File: src/hdl/pin_mux_pkg.sv
// shared constants and types for the pin-function mux and boot straps
package pin_mux_pkg;
  localparam int unsigned RIO_WIDTH = 16;
  localparam int unsigned PIN_COUNT = 10;
  localparam int unsigned SEL_WIDTH = 2;
  localparam logic [15:0] RIO_OUT_RESET = 16'h0000;
  localparam logic [15:0] RIO_DIR_RESET = 16'h0000;
  localparam logic [9:0]  PULL_RESET    = 10'h000;
  localparam logic [2:0]  WAKE_LEVEL    = 3'h7;
  // edges after reset release until the second sync stage holds the pads
  localparam logic [1:0]  STRAP_WAIT    = 2'h2;

  // function selection per pin, 0 is the reset function
  localparam logic [1:0] FUNC_1 = 2'h0;
  localparam logic [1:0] FUNC_2 = 2'h1;
  localparam logic [1:0] FUNC_3 = 2'h2;

  // rapid port write operations
  typedef enum logic [3:0] {
    RIO_WRITE  = 4'h1,
    RIO_SET    = 4'h2,
    RIO_CLEAR  = 4'h4,
    RIO_TOGGLE = 4'h8
  } rio_op_t;

  // interrupt input trigger modes
  typedef enum logic [1:0] {
    TRIG_RISE = 2'h0,
    TRIG_FALL = 2'h1,
    TRIG_HIGH = 2'h2,
    TRIG_LOW  = 2'h3
  } trig_mode_t;

  // boot straps captured at reset release
  typedef struct packed {
    logic spi_mode;
    logic boot_app;
    logic debug_mode;
  } strap_t;

  // peripheral outputs toward pins
  typedef struct packed {
    logic master_scl_oe;
    logic master_sda_oe;
    logic spi_data_out;
    logic spi_data_out_oe;
    logic delay_block_out_a;
    logic delay_block_out_b;
    logic [1:0] timer_out;
    logic [1:0] timer_oe;
    logic debug_out;
    logic debug_oe;
  } periph_out_t;

  // pin values delivered to peripherals, inactive when deselected
  typedef struct packed {
    logic slave_scl;
    logic slave_sda;
    logic spi_clock;
    logic spi_data_in;
    logic spi_select_n;
    logic master_scl;
    logic master_sda;
    logic [1:0] timer_in;
    logic [1:0] analog_en;
    logic debug_in;
  } periph_in_t;
endpackage
File: src/hdl/pin_function_mux_and_boot_strap.sv
// pin-function multiplexer, rapid io port, interrupt input and boot straps
`timescale 1ns/100ps
`default_nettype none

// Functional notes
// - after reset every pin selects its first listed function
// - firmware reassigns each pin through its own select field
// - pins 0..3 choose rapid bit, slave serial, master serial or spi functions
// - pins 4..8 choose rapid bit, interrupt, delay, analog or timer functions
// - spi select level at start-up picks spi (low) or i2c (high)
// - reset pin is input at start-up, firmware may enable open-drain drive
// - reset pin high at power-up boots application, low boots rom
// - debug strap high boots normally, low enters single-wire debug mode
// - rapid port is 16 bits with write, set, clear, toggle; 10 reach pins
// - rapid pins reset as inputs with pull-ups off, except pin 9, which is always pulled up
// - rapid bits 9..6 can carry interrupt outputs to the host
// - rapid bit 9 shares debug pin; bits 1,0 sit on slave serial at reset
// - interrupt input triggers on rise, fall, high or low; wakes at level 7
// - slave-port interrupt output follows only the command-complete flag
// - analog pins pair as differential inputs at the accelerometer rate
module pin_function_mux_and_boot_strap #(
  parameter int unsigned RIO_WIDTH = pin_mux_pkg::RIO_WIDTH,
  parameter int unsigned PIN_COUNT = pin_mux_pkg::PIN_COUNT
) (
  input  wire logic                    clk,
  input  wire logic                    nrst,
  // pads
  input  wire logic [PIN_COUNT-1:0]    pin_in,
  output logic [PIN_COUNT-1:0]         pin_out,
  output logic [PIN_COUNT-1:0]         pin_oe,
  output logic [PIN_COUNT-1:0]         pin_pull_en,
  input  wire logic                    reset_pin_n_in,
  output logic                         reset_pin_n_out,
  output logic                         reset_pin_n_oe,
  // mux control
  input  wire logic [2*PIN_COUNT-1:0]  sel_wdata,
  input  wire logic                    sel_we,
  output logic [2*PIN_COUNT-1:0]       sel_rdata,
  input  wire logic [PIN_COUNT-1:0]    pull_wdata,
  input  wire logic                    pull_we,
  input  wire logic                    reset_drive_en,
  input  wire logic                    reset_drive_assert,
  // rapid port
  input  wire logic [3:0]              rio_op,
  input  wire logic [RIO_WIDTH-1:0]    rio_wdata,
  input  wire logic [RIO_WIDTH-1:0]    rio_dir_wdata,
  input  wire logic                    rio_dir_we,
  output logic [RIO_WIDTH-1:0]         rio_rdata,
  input  wire logic [3:0]              host_irq_src,
  input  wire logic [3:0]              host_irq_en,
  // interrupt input
  input  wire logic [1:0]              trig_mode,
  input  wire logic                    irq_clear,
  output logic                         irq_pending,
  output logic [2:0]                   irq_level,
  output logic                         wake_req,
  // slave-port interrupt and peripherals
  input  wire logic                    command_complete_flag,
  input  wire pin_mux_pkg::periph_out_t periph_out,
  output pin_mux_pkg::periph_in_t      periph_in,
  output logic                         analog_pair_en,
  // straps
  output pin_mux_pkg::strap_t          straps
);
  logic [2*PIN_COUNT-1:0] sel;
  logic [PIN_COUNT-1:0]   pull;
  logic [RIO_WIDTH-1:0]   rio_out;
  logic [RIO_WIDTH-1:0]   rio_dir;
  logic [PIN_COUNT-1:0]   sync1;
  logic [PIN_COUNT-1:0]   sync2;
  logic                   rst_sync1;
  logic                   rst_sync2;
  logic                   irq_prev;
  logic                   strap_done;
  logic [1:0]             strap_age;
  logic                   trig_hit;
  logic [RIO_WIDTH-1:0]   next_rio_out;
  logic [1:0]             s [PIN_COUNT];

  // mux select storage, all zero gives the first function
  always_ff @(posedge clk or negedge nrst) begin
    if (!nrst) begin
      sel <= '0;
    end else if (sel_we) begin
      sel <= sel_wdata;
    end
  end
  assign sel_rdata = sel;

  // pull-up enables, off after reset
  always_ff @(posedge clk or negedge nrst) begin
    if (!nrst) begin
      pull <= pin_mux_pkg::PULL_RESET;
    end else if (pull_we) begin
      pull <= pull_wdata;
    end
  end

  // rapid port single-cycle operations
  always_comb begin
    next_rio_out = rio_out;
    case (rio_op)
      pin_mux_pkg::RIO_WRITE:  next_rio_out = rio_wdata;
      pin_mux_pkg::RIO_SET:    next_rio_out = rio_out | rio_wdata;
      pin_mux_pkg::RIO_CLEAR:  next_rio_out = rio_out & ~rio_wdata;
      pin_mux_pkg::RIO_TOGGLE: next_rio_out = rio_out ^ rio_wdata;
      default:                 next_rio_out = rio_out;
    endcase
  end

  always_ff @(posedge clk or negedge nrst) begin
    if (!nrst) begin
      rio_out <= pin_mux_pkg::RIO_OUT_RESET;
    end else begin
      rio_out <= next_rio_out;
    end
  end

  // direction: all inputs after reset
  always_ff @(posedge clk or negedge nrst) begin
    if (!nrst) begin
      rio_dir <= pin_mux_pkg::RIO_DIR_RESET;
    end else if (rio_dir_we) begin
      rio_dir <= rio_dir_wdata;
    end
  end

  // pad synchronisers; stage one feeds only stage two
  always_ff @(posedge clk or negedge nrst) begin
    if (!nrst) begin
      sync1     <= '0;
      sync2     <= '0;
      rst_sync1 <= 1'b1;
      rst_sync2 <= 1'b1;
    end else begin
      sync1     <= pin_in;
      sync2     <= sync1;
      rst_sync1 <= reset_pin_n_in;
      rst_sync2 <= rst_sync1;
    end
  end

  // upper port bits have no pad, so reads return stored output there
  always_comb begin
    rio_rdata = rio_out;
    rio_rdata[PIN_COUNT-1:0] = sync2;
  end

  genvar gi;
  generate
    for (gi = 0; gi < PIN_COUNT; gi++) begin : g_sel
      assign s[gi] = sel[2*gi +: 2];
    end
  endgenerate

  // pad drive per pin; function 1 of pins 0,1 is slave serial, driven by its own block
  always_comb begin
    pin_out = '0;
    pin_oe  = '0;
    for (int i = 0; i < PIN_COUNT; i++) begin
      if (s[i] == pin_mux_pkg::FUNC_1 && i != 0 && i != 1 && i != 9) begin
        pin_out[i] = rio_out[i];
        pin_oe[i]  = rio_dir[i];
      end
    end
    // pins 0,1: rapid bit as second function
    for (int i = 0; i < 2; i++) begin
      if (s[i] == pin_mux_pkg::FUNC_2) begin
        pin_out[i] = rio_out[i];
        pin_oe[i]  = rio_dir[i];
      end
    end
    // spi data out on pin 2, master serial open-drain on pins 2,3
    if (s[2] == pin_mux_pkg::FUNC_2) begin
      pin_out[2] = 1'b0;
      pin_oe[2]  = periph_out.master_scl_oe;
    end else if (s[2] == pin_mux_pkg::FUNC_3) begin
      pin_out[2] = periph_out.spi_data_out;
      pin_oe[2]  = periph_out.spi_data_out_oe;
    end
    if (s[3] == pin_mux_pkg::FUNC_2) begin
      pin_out[3] = 1'b0;
      pin_oe[3]  = periph_out.master_sda_oe;
    end
    // pin 5: delay output or slave-port interrupt
    if (s[5] == pin_mux_pkg::FUNC_2) begin
      pin_out[5] = periph_out.delay_block_out_a;
      pin_oe[5]  = 1'b1;
    end else if (s[5] == pin_mux_pkg::FUNC_3) begin
      pin_out[5] = command_complete_flag;
      pin_oe[5]  = 1'b1;
    end
    // pins 6,7: timers on function 3, analog leaves pad undriven
    for (int i = 0; i < 2; i++) begin
      if (s[6+i] == pin_mux_pkg::FUNC_3) begin
        pin_out[6+i] = periph_out.timer_out[i];
        pin_oe[6+i]  = periph_out.timer_oe[i];
      end else if (s[6+i] == pin_mux_pkg::FUNC_2) begin
        pin_oe[6+i]  = 1'b0;
      end
    end
    // host interrupt outputs on bits 6..9 override rapid data
    for (int i = 0; i < 4; i++) begin
      if (s[6+i] == pin_mux_pkg::FUNC_1 && host_irq_en[i] && (i != 3 || !straps.debug_mode)) begin
        pin_out[6+i] = host_irq_src[i];
        pin_oe[6+i]  = 1'b1;
      end
    end
    if (s[8] == pin_mux_pkg::FUNC_2) begin
      pin_out[8] = periph_out.delay_block_out_b;
      pin_oe[8]  = 1'b1;
    end
    // pin 9: debug wire in debug mode, otherwise rapid bit 9 unless host interrupt 3 drives it
    if (straps.debug_mode) begin
      pin_out[9] = periph_out.debug_out;
      pin_oe[9]  = periph_out.debug_oe;
    end else if (!(host_irq_en[3] && s[9] == pin_mux_pkg::FUNC_1)) begin
      pin_out[9] = rio_out[9];
      pin_oe[9]  = rio_dir[9];
    end
  end

  // pull-ups: debug pin always pulled, others per firmware
  always_comb begin
    pin_pull_en    = pull;
    pin_pull_en[9] = 1'b1;
  end

  // peripheral inputs: inactive (idle high or zero) when deselected
  always_comb begin
    periph_in.slave_scl    = (s[0] == pin_mux_pkg::FUNC_1) ? sync2[0] : 1'b1;
    periph_in.slave_sda    = (s[1] == pin_mux_pkg::FUNC_1) ? sync2[1] : 1'b1;
    periph_in.spi_clock    = (s[0] == pin_mux_pkg::FUNC_3) ? sync2[0] : 1'b0;
    periph_in.spi_data_in  = (s[1] == pin_mux_pkg::FUNC_3) ? sync2[1] : 1'b0;
    periph_in.spi_select_n = (s[3] == pin_mux_pkg::FUNC_3) ? sync2[3] : 1'b1;
    periph_in.master_scl   = (s[2] == pin_mux_pkg::FUNC_2) ? sync2[2] : 1'b1;
    periph_in.master_sda   = (s[3] == pin_mux_pkg::FUNC_2) ? sync2[3] : 1'b1;
    periph_in.timer_in[0]  = (s[6] == pin_mux_pkg::FUNC_3) ? sync2[6] : 1'b0;
    periph_in.timer_in[1]  = (s[7] == pin_mux_pkg::FUNC_3) ? sync2[7] : 1'b0;
    periph_in.analog_en[0] = (s[6] == pin_mux_pkg::FUNC_2);
    periph_in.analog_en[1] = (s[7] == pin_mux_pkg::FUNC_2);
    periph_in.debug_in     = straps.debug_mode ? sync2[9] : 1'b1;
  end

  // differential pair needs both pins; conversion is paced by the sensor rate
  assign analog_pair_en = periph_in.analog_en[0] & periph_in.analog_en[1];

  // straps caught once the second sync stage holds the pad level, then frozen;
  // an earlier capture would see the synchronisers' reset value, not the pin
  always_ff @(posedge clk or negedge nrst) begin
    if (!nrst) begin
      strap_done <= 1'b0;
      strap_age  <= 2'h0;
      straps     <= '0;
    end else if (!strap_done) begin
      if (strap_age == pin_mux_pkg::STRAP_WAIT) begin
        strap_done        <= 1'b1;
        straps.spi_mode   <= ~sync2[3];
        straps.boot_app   <= rst_sync2;
        straps.debug_mode <= ~sync2[9];
      end else begin
        strap_age <= strap_age + 2'h1;
      end
    end
  end

  // interrupt input detection on the synchronised pin
  always_ff @(posedge clk or negedge nrst) begin
    if (!nrst) begin
      irq_prev <= 1'b0;
    end else begin
      irq_prev <= sync2[4];
    end
  end

  always_comb begin
    case (trig_mode)
      pin_mux_pkg::TRIG_RISE: trig_hit = sync2[4] & ~irq_prev;
      pin_mux_pkg::TRIG_FALL: trig_hit = ~sync2[4] & irq_prev;
      pin_mux_pkg::TRIG_HIGH: trig_hit = sync2[4];
      pin_mux_pkg::TRIG_LOW:  trig_hit = ~sync2[4];
      default:                trig_hit = 1'b0;
    endcase
  end

  // sticky pending; a hit in the clear cycle wins
  always_ff @(posedge clk or negedge nrst) begin
    if (!nrst) begin
      irq_pending <= 1'b0;
    end else if (trig_hit && s[4] == pin_mux_pkg::FUNC_2) begin
      irq_pending <= 1'b1;
    end else if (irq_clear) begin
      irq_pending <= 1'b0;
    end
  end
  assign irq_level = pin_mux_pkg::WAKE_LEVEL;
  assign wake_req  = irq_pending;

  // reset pin: input only until firmware enables open-drain drive
  assign reset_pin_n_out = 1'b0;
  assign reset_pin_n_oe  = reset_drive_en & reset_drive_assert;
endmodule

`default_nettype wire

File: config.mk
export PLATFORM = sky130hd
export DESIGN_NAME = pin_function_mux_and_boot_strap
export DESIGN_NICKNAME = d
export VERILOG_FILES = /design/src/hdl/pin_mux_pkg.sv /design/src/hdl/pin_function_mux_and_boot_strap.sv
export SDC_FILE = /design/constraint.sdc
export NUM_CORES = 1
export LEC_CHECK = 0
export BUFFER_PORTS_ARGS = -buffer_cell sky130_fd_sc_hd__buf_2
export CAP_MARGIN = 20
export CORE_MARGIN = 2
export CORE_UTILIZATION = 25
export DETAILED_ROUTE_END_ITERATION = 10
export SLEW_MARGIN = 0
export SYNTH_ARGS = -nofsm -noshare
export SYNTH_HDL_FRONTEND = slang
export SYNTH_SLANG_ARGS = --single-unit
File: constraint.sdc
create_clock -name clk -period 1.66 [get_ports clk]
set_input_delay 0.166 -clock clk [delete_from_list [all_inputs] [get_ports clk]]
set_output_delay 0.166 -clock clk [all_outputs]
set_load 0.02 [all_outputs]
==> out/metrics.yaml, run 1 <==
detailed_routing:
  drc_errors: 0
  drt_iter0_drc: 108
  totalWireLength_mm: 11.1
  ant_nets: 0
  first_pass_iters: 4
  viasPerCell: 4.30
  post_drt_wl_per_cell_um: 13.6
  vias: 3517
place:
  place_ws_ps: -37.7
  port_buffers: 184
  hpwl_mm: 8.29
  place_congestion: 0.677
  placedCellCount: 787
clocking:
  cts.sinks: 85
  htree_levels: 3
  worstSkewPairLatency_ps: 340
  cts_made_buffers: 9
  clk_pin_slew_ps: 70
  tritoncts: "done"
  clockRootBuffer: "clkbuf_16"
  clk_path_buf_depth: 2
  cts_setup_buffers: 0
synthesis:
  synth-compound-area-share_pct: 11.2
  synthCells: 394
  synthAdderAreaFrac_pct: 9.46
  synthMuxAreaShare_pct: 11.7
  synth-xor-area-share_pct: 0.401
  ys_ff_latch: 85
  syn-cell-area_mm2: 0.00436
  synth-warning-count: 0
  synth_top_family_by_area: "multiplexers"
  yosys.area_share.simple_pct: 11.3
  synth_cell_types: 38
  synth-seq-area-share_pct: 48.8
  avgSynthCellArea_um2: 11.1
hold_path:
  hold_class: "in -> reg"
  holdCritStartpoint: "pull_wdata[7]"
  holdPathStages: 2
  hold_path_end: "pull[7]"
sta:
  min_period_ps: 1580
  setup_slack_ps: 77.0
  worst_pin_slew_ps: 783
  setup_viol: 0
  hold_violations: 0
  clock.fmax_mhz: 632
  finalCritPeriodShare_pct: 95.4
  worst_slew_margin_rel_pct: 47.6
  timing.hold.ws_ps: 53.1
  drv_slew: 0
  skew_ps: 3.39
  rsz0062_at_grt: "false"
  tns_ps: 0
power_and_ir_drop:
  ir_drop_v: 0.000538
  p_per_area_mw_per_mm2: 1010
  power_leakage_uw: 0.00296
  p_total_uw: 5970
global_route:
  antenna_found_initial: 1
  grt_util_all_layers_pct: 12.3
  grt_pass1_vias: 3348
  grt-ovfl-total: 0
  grt_max_degree: 37
  grt_pass1_wl_mm: 17.4
final_layout:
  final_cells: 817
  nets: 727
  final_common_cell: "buf_2"
  drive_above_1_share_pct: 45.0
  layout_common_cells: "183 x buf_2, 82 x dfrtp_1, 39 x mux2_2"
  synthToLayoutAreaGrowth_pct: 35.9
worst_setup_path:
  r2r.worst_path.cells: 5
  path_max_fanout: 6
  r2r_start: "rio_out[1]"
  crit_path_end_kind: "primary output"
  startpoint_type: "flop"
  critical_path_required_ps: 1490
  r2r_end: "rio_out[1]"
  critPathKind: "reg -> out"
  r2r_setup_slack_ps: 280
  cp.arrival_ps: 1420
run_status:
  status: "finished clean"
job:
  maxCapViolations: 0
die:
  die_area_mm2: 0.0185
  core_mm2: 0.0172
  die_y_um: 136
  boundaryPins: 197
  rows: 48
  die_width_um: 136
  start_util_pct: 25.4
[sequential cells by signal, indices dropped and copies added, names as in the netlist]
name,cells
irq_prev,1
strap_age,2
straps,3
sel_rdata,20
rst_sync1,1
rio_out,16
rio_dir,10
rst_sync2,1
pull,9
irq_pending,1
sync2,10
sync1,10
strap_done,1
[repair_timing]
item,in CTS,in global routing
endpoints found under the setup margin,1,2
pin swaps,0,1
hold buffers,13,0
gates resized for setup,1,1
hold endpoints to repair,31,0
[kinds of logic (layout without fill, tap and decap cells)]
kind of cell             count (synthesis)  after routing
buffers and inverters                   64            258
flip-flops                              85             85
XOR/XNOR                                 2              2
multiplexers                            46             46
AND/OR/NAND/NOR                         94             94
adder cells (fa/ha/maj)                 33             33
AO/OA/AOI/OAI                           68             68
other                                    2              6
[report_power, final]
group,internal (µW),switching (µW)
combinational,624,769
sequential,2300,214
clock,1210,848
total,4140,1830
[synthesized netlist by cell type]
cell	instances	area, µm²
o21ai_1	1	5.00
o32ai_1	1	8.76
buf_4	12	90.1
buf_2	5	25.0
mux2i_1	7	70.1
nor2_1	37	139
nor3_4	1	16.3
a221o_2	6	67.6
a221o_1	10	100
and2_1	2	12.5
nand2b_1	2	12.5
o21ai_0	24	120
nor2b_1	4	25.0
or3b_2	2	17.5
nor4b_4	1	23.8
nor3_1	4	20.0
or2_2	2	12.5
and2b_2	1	8.76
clkbuf_2	1	5.00
clkbuf_1	7	26.3
nor3b_1	4	30.0
xnor2_1	2	17.5
ha_1	33	413
or2b_1	1	7.51
a211oi_4	1	20.0
inv_1	36	135
mux2_2	39	439
nand2_1	23	86.3
a21oi_1	9	45.0
nand3b_1	2	15.0
a22oi_1	16	120
dfrtp_1	83	2080
and3b_1	6	52.6
conb_1	2	7.51
buf_6	2	22.5
dfstp_2	2	52.6
or3_1	2	12.5
buf_1	1	3.75
[how the worst max path moves through the flow]
stage	slack, ps	end	from
detailed placement	-40	rio_out[7]	rio_op[1]
finish	80	periph_in[7]	sel_rdata[6]
global route	6	pin_out[9]	sel_rdata[18]
floorplan	150	pin_out[9]	sel_rdata[19]
CTS	40	periph_in[7]	sel_rdata[6]
global placement	-30	rio_out[7]	rio_op[1]
[stage by stage]
stage | utilization [%] | area [µm²]
2_1_floorplan | - | 4370
3_3_place_gp | 32.0 | 5490
3_5_place_dp | 32.0 | 5490
4_1_cts | 34.5 | 5930
5_1_grt | 34.5 | 5930
6_report | 34.5 | 5930
[layer usage]
metal | vias to the layer above | GRT usage (%) | share of wire [%]
met5 | - | 0 | 0.12
met4 | 2 | 3.13 | 1.0
met3 | 13 | 5.00 | 8.1
met2 | 125 | 20.0 | 46
met1 | 1663 | 15.1 | 45
li1 | 1714 | - | -
[critical path, stage by stage (launching register included)]
cell and delay [ps]:
dfrtp_2 440, or3b_2 470, buf_2 170
[cell type report]
class / instances / area, µm²
fill: 1768 / 11200
sequential: 85 / 2130
multi-input combinational: 248 / 1940
timing repair buffer: 206 / 1130
tap: 225 / 282
clock buffer: 11 / 243
inverter: 36 / 135
clock inverter: 5 / 58.8
antenna: 1 / 2.50
No activity file was read; power rests on OpenSTA's default activity.
==> run 2: changes to the inputs <==
PLACE_DENSITY = 0.58   (was unset)
==> out/metrics.yaml, run 2 (synthesis results as in run 1) <==
worst_setup_path:
  cp_slowest_cell: "or3b_2"
  r2r.worst_path.cells: 5  # unchanged
  cp.arrival_ps: 1440  # +20 ps
  path_max_fanout: 6  # unchanged
  crit_start: "sel_rdata[6]"
  critPathKind: "reg -> out"
  worstSetupEndpoint: "periph_in[7]"
  r2r_end: "rio_out[1]"
  crit_path_end_kind: "primary output"
  startpoint_type: "flop"
  max_stage_delay_ps: 480  # about the same
  r2r_setup_slack_ps: 260  # -20 ps
  critical_path_required_ps: 1490  # about the same
  r2r_start: "rio_out[1]"
  worstPathCellList: "or3b_2 -> buf_2"
clocking:
  cts_made_buffers: 9  # unchanged
  tritoncts: "done"
  worstSkewPairLatency_ps: 340  # about the same
  clk_pin_slew_ps: 70  # about the same
  clk_path_buf_depth: 2  # unchanged
  cts_setup_buffers: 0  # unchanged
  htree_levels: 3  # unchanged
  cts.sinks: 85  # unchanged
  clockRootBuffer: "clkbuf_16"
global_route:
  grt_max_degree: 37  # unchanged
  grt_pass1_wl_mm: 17.7  # +1.4%
  grt_pass1_vias: 3405  # +1.7%
  grt-ovfl-total: 0  # unchanged
  antenna_found_initial: 3  # +2
  grt_util_all_layers_pct: 12.5  # +0.18 points
detailed_routing:
  drt_iter0_drc: 105  # -2.8%
  first_pass_iters: 4  # unchanged
  post_drt_wl_per_cell_um: 13.7  # +0.42%
  vias: 3514  # -0.085%
  totalWireLength_mm: 11.2  # +0.67%
  ant_nets: 0  # unchanged
  viasPerCell: 4.29  # -0.33%
  drc_errors: 0  # unchanged
sta:
  drv_slew: 0  # unchanged
  setup_viol: 0  # unchanged
  clock.fmax_mhz: 625  # -1.1%
  timing.hold.ws_ps: 45.5  # -7.59 ps
  hold_violations: 0  # unchanged
  setup_slack_ps: 58.9  # -18.1 ps
  worst_pin_slew_ps: 762  # -20.5 ps
  min_period_ps: 1600  # +18.1 ps
  rsz0062_at_grt: "false"
  worst_slew_margin_rel_pct: 49.0  # +1.4 points
  skew_ps: 5.70  # +2.32 ps
  finalCritPeriodShare_pct: 96.5  # +1.1 points
final_layout:
  fillers: 1774  # +0.34%
  drive_above_1_share_pct: 45.4  # +0.35 points
  final_common_cell: "buf_2"
  nets: 729  # +0.28%
  layout_common_cells: "183 x buf_2, 83 x dfrtp_1, 39 x mux2_2"
  final_area_mm2: 0.00595  # +0.36%
  largest_reg_flops: 20  # unchanged
  synthToLayoutAreaGrowth_pct: 36.4
die:
  die_y_um: 136  # unchanged
  core_mm2: 0.0172  # unchanged
  rows: 48  # unchanged
  die_width_um: 136  # unchanged
  boundaryPins: 197  # unchanged
  die_area_mm2: 0.0185  # unchanged
  start_util_pct: 25.4  # unchanged
place:
  placed_area_mm2: 0.00550  # +0.27%
  port_buffers: 184  # unchanged
  hpwl_mm: 8.40  # +1.3%
  place_ws_ps: -3.00  # +34.7 ps
  place_congestion: 0.677  # about the same
hold_path:
  hold_class: "in -> reg"
power_and_ir_drop:
  power_leakage_uw: 0.00298  # +0.47%
  p_total_uw: 5940  # -0.53%
  ir_drop_v: 0.000419  # -22%
  p_per_area_mw_per_mm2: 998  # -0.88%
job:
  maxCapViolations: 0  # unchanged
run_status:
  status: "finished clean"
run 2: cell types whose count changed in the layout (fill, tap and decap cells not counted), moves of 2 or more:
cell / delta
clkinv_8: +2
buf_4: +2
clkinv_4: +2
inv_8: +2
run 2: final cells by class:
type                            count  area, µm²  area share [%]
Multi-Input combinational cell    248       1950            32.7
Inverter                           36        135            2.27
Sequential cell                    85       2130            35.8
Clock inverter                      7       80.1            1.35
Antenna cell                        1       2.50          0.0421
Clock buffer                        9        225            3.78
Timing Repair Buffer              208       1150            19.3
Tap cell                          225        282            4.73
run 2: worst min-delay path by stage:
stage,start,to,slack [ps],cells past startpoint
finish,pull_wdata[5],pull[5],50,2
detailed placement,nrst,sel_rdata[11],160,1
global route,pull_wdata[7],pull[7],30,2
floorplan,nrst,irq_pending,-130,0
global placement,nrst,sel_rdata[11],160,1
CTS,pull_wdata[6],pull[6],30,2
run 2: what timing repair did:
action | CTS | global route
endpoints found under the hold margin | 44 | 0
setup endpoints to repair | 2 | 1
hold buffers | 13 | 0
resized for setup | 1 | 1
run 2: where the power goes:
group          leakage (µW)  total [µW]  internal (µW)  switching (µW)
logic               0.00183        1390            622             764
clock network      0.000145        2030           1070             966
registers           0.00100        2520           2300             220
run 2: through the flow:
stage / cells / utilization, % / TNS (ps)
floorplan: 397 / - / 0
global placement: 789 / 32.0 / 0
detailed placement: 789 / 32.0 / -5.82
CTS: 818 / 34.6 / 0
global route: 819 / 34.6 / 0
finish: 819 / 34.6 / 0
run 2: critical path, delay by kind of cell (launching register included):
kind | cells | cell delay, ps
buf+inv | 1 | 170
flops | 1 | 440
simple gates | 1 | 480
run 2: routing by layer:
metal / vias to the layer above / share of wire, % / track usage [%]
li1: 1735 / - / -
met1: 1635 / 45 / 16.1
met2: 126 / 45 / 19.8
met3: 14 / 7.9 / 3.69
met4: 4 / 1.3 / 4.34
met5: - / 0.24 / 0
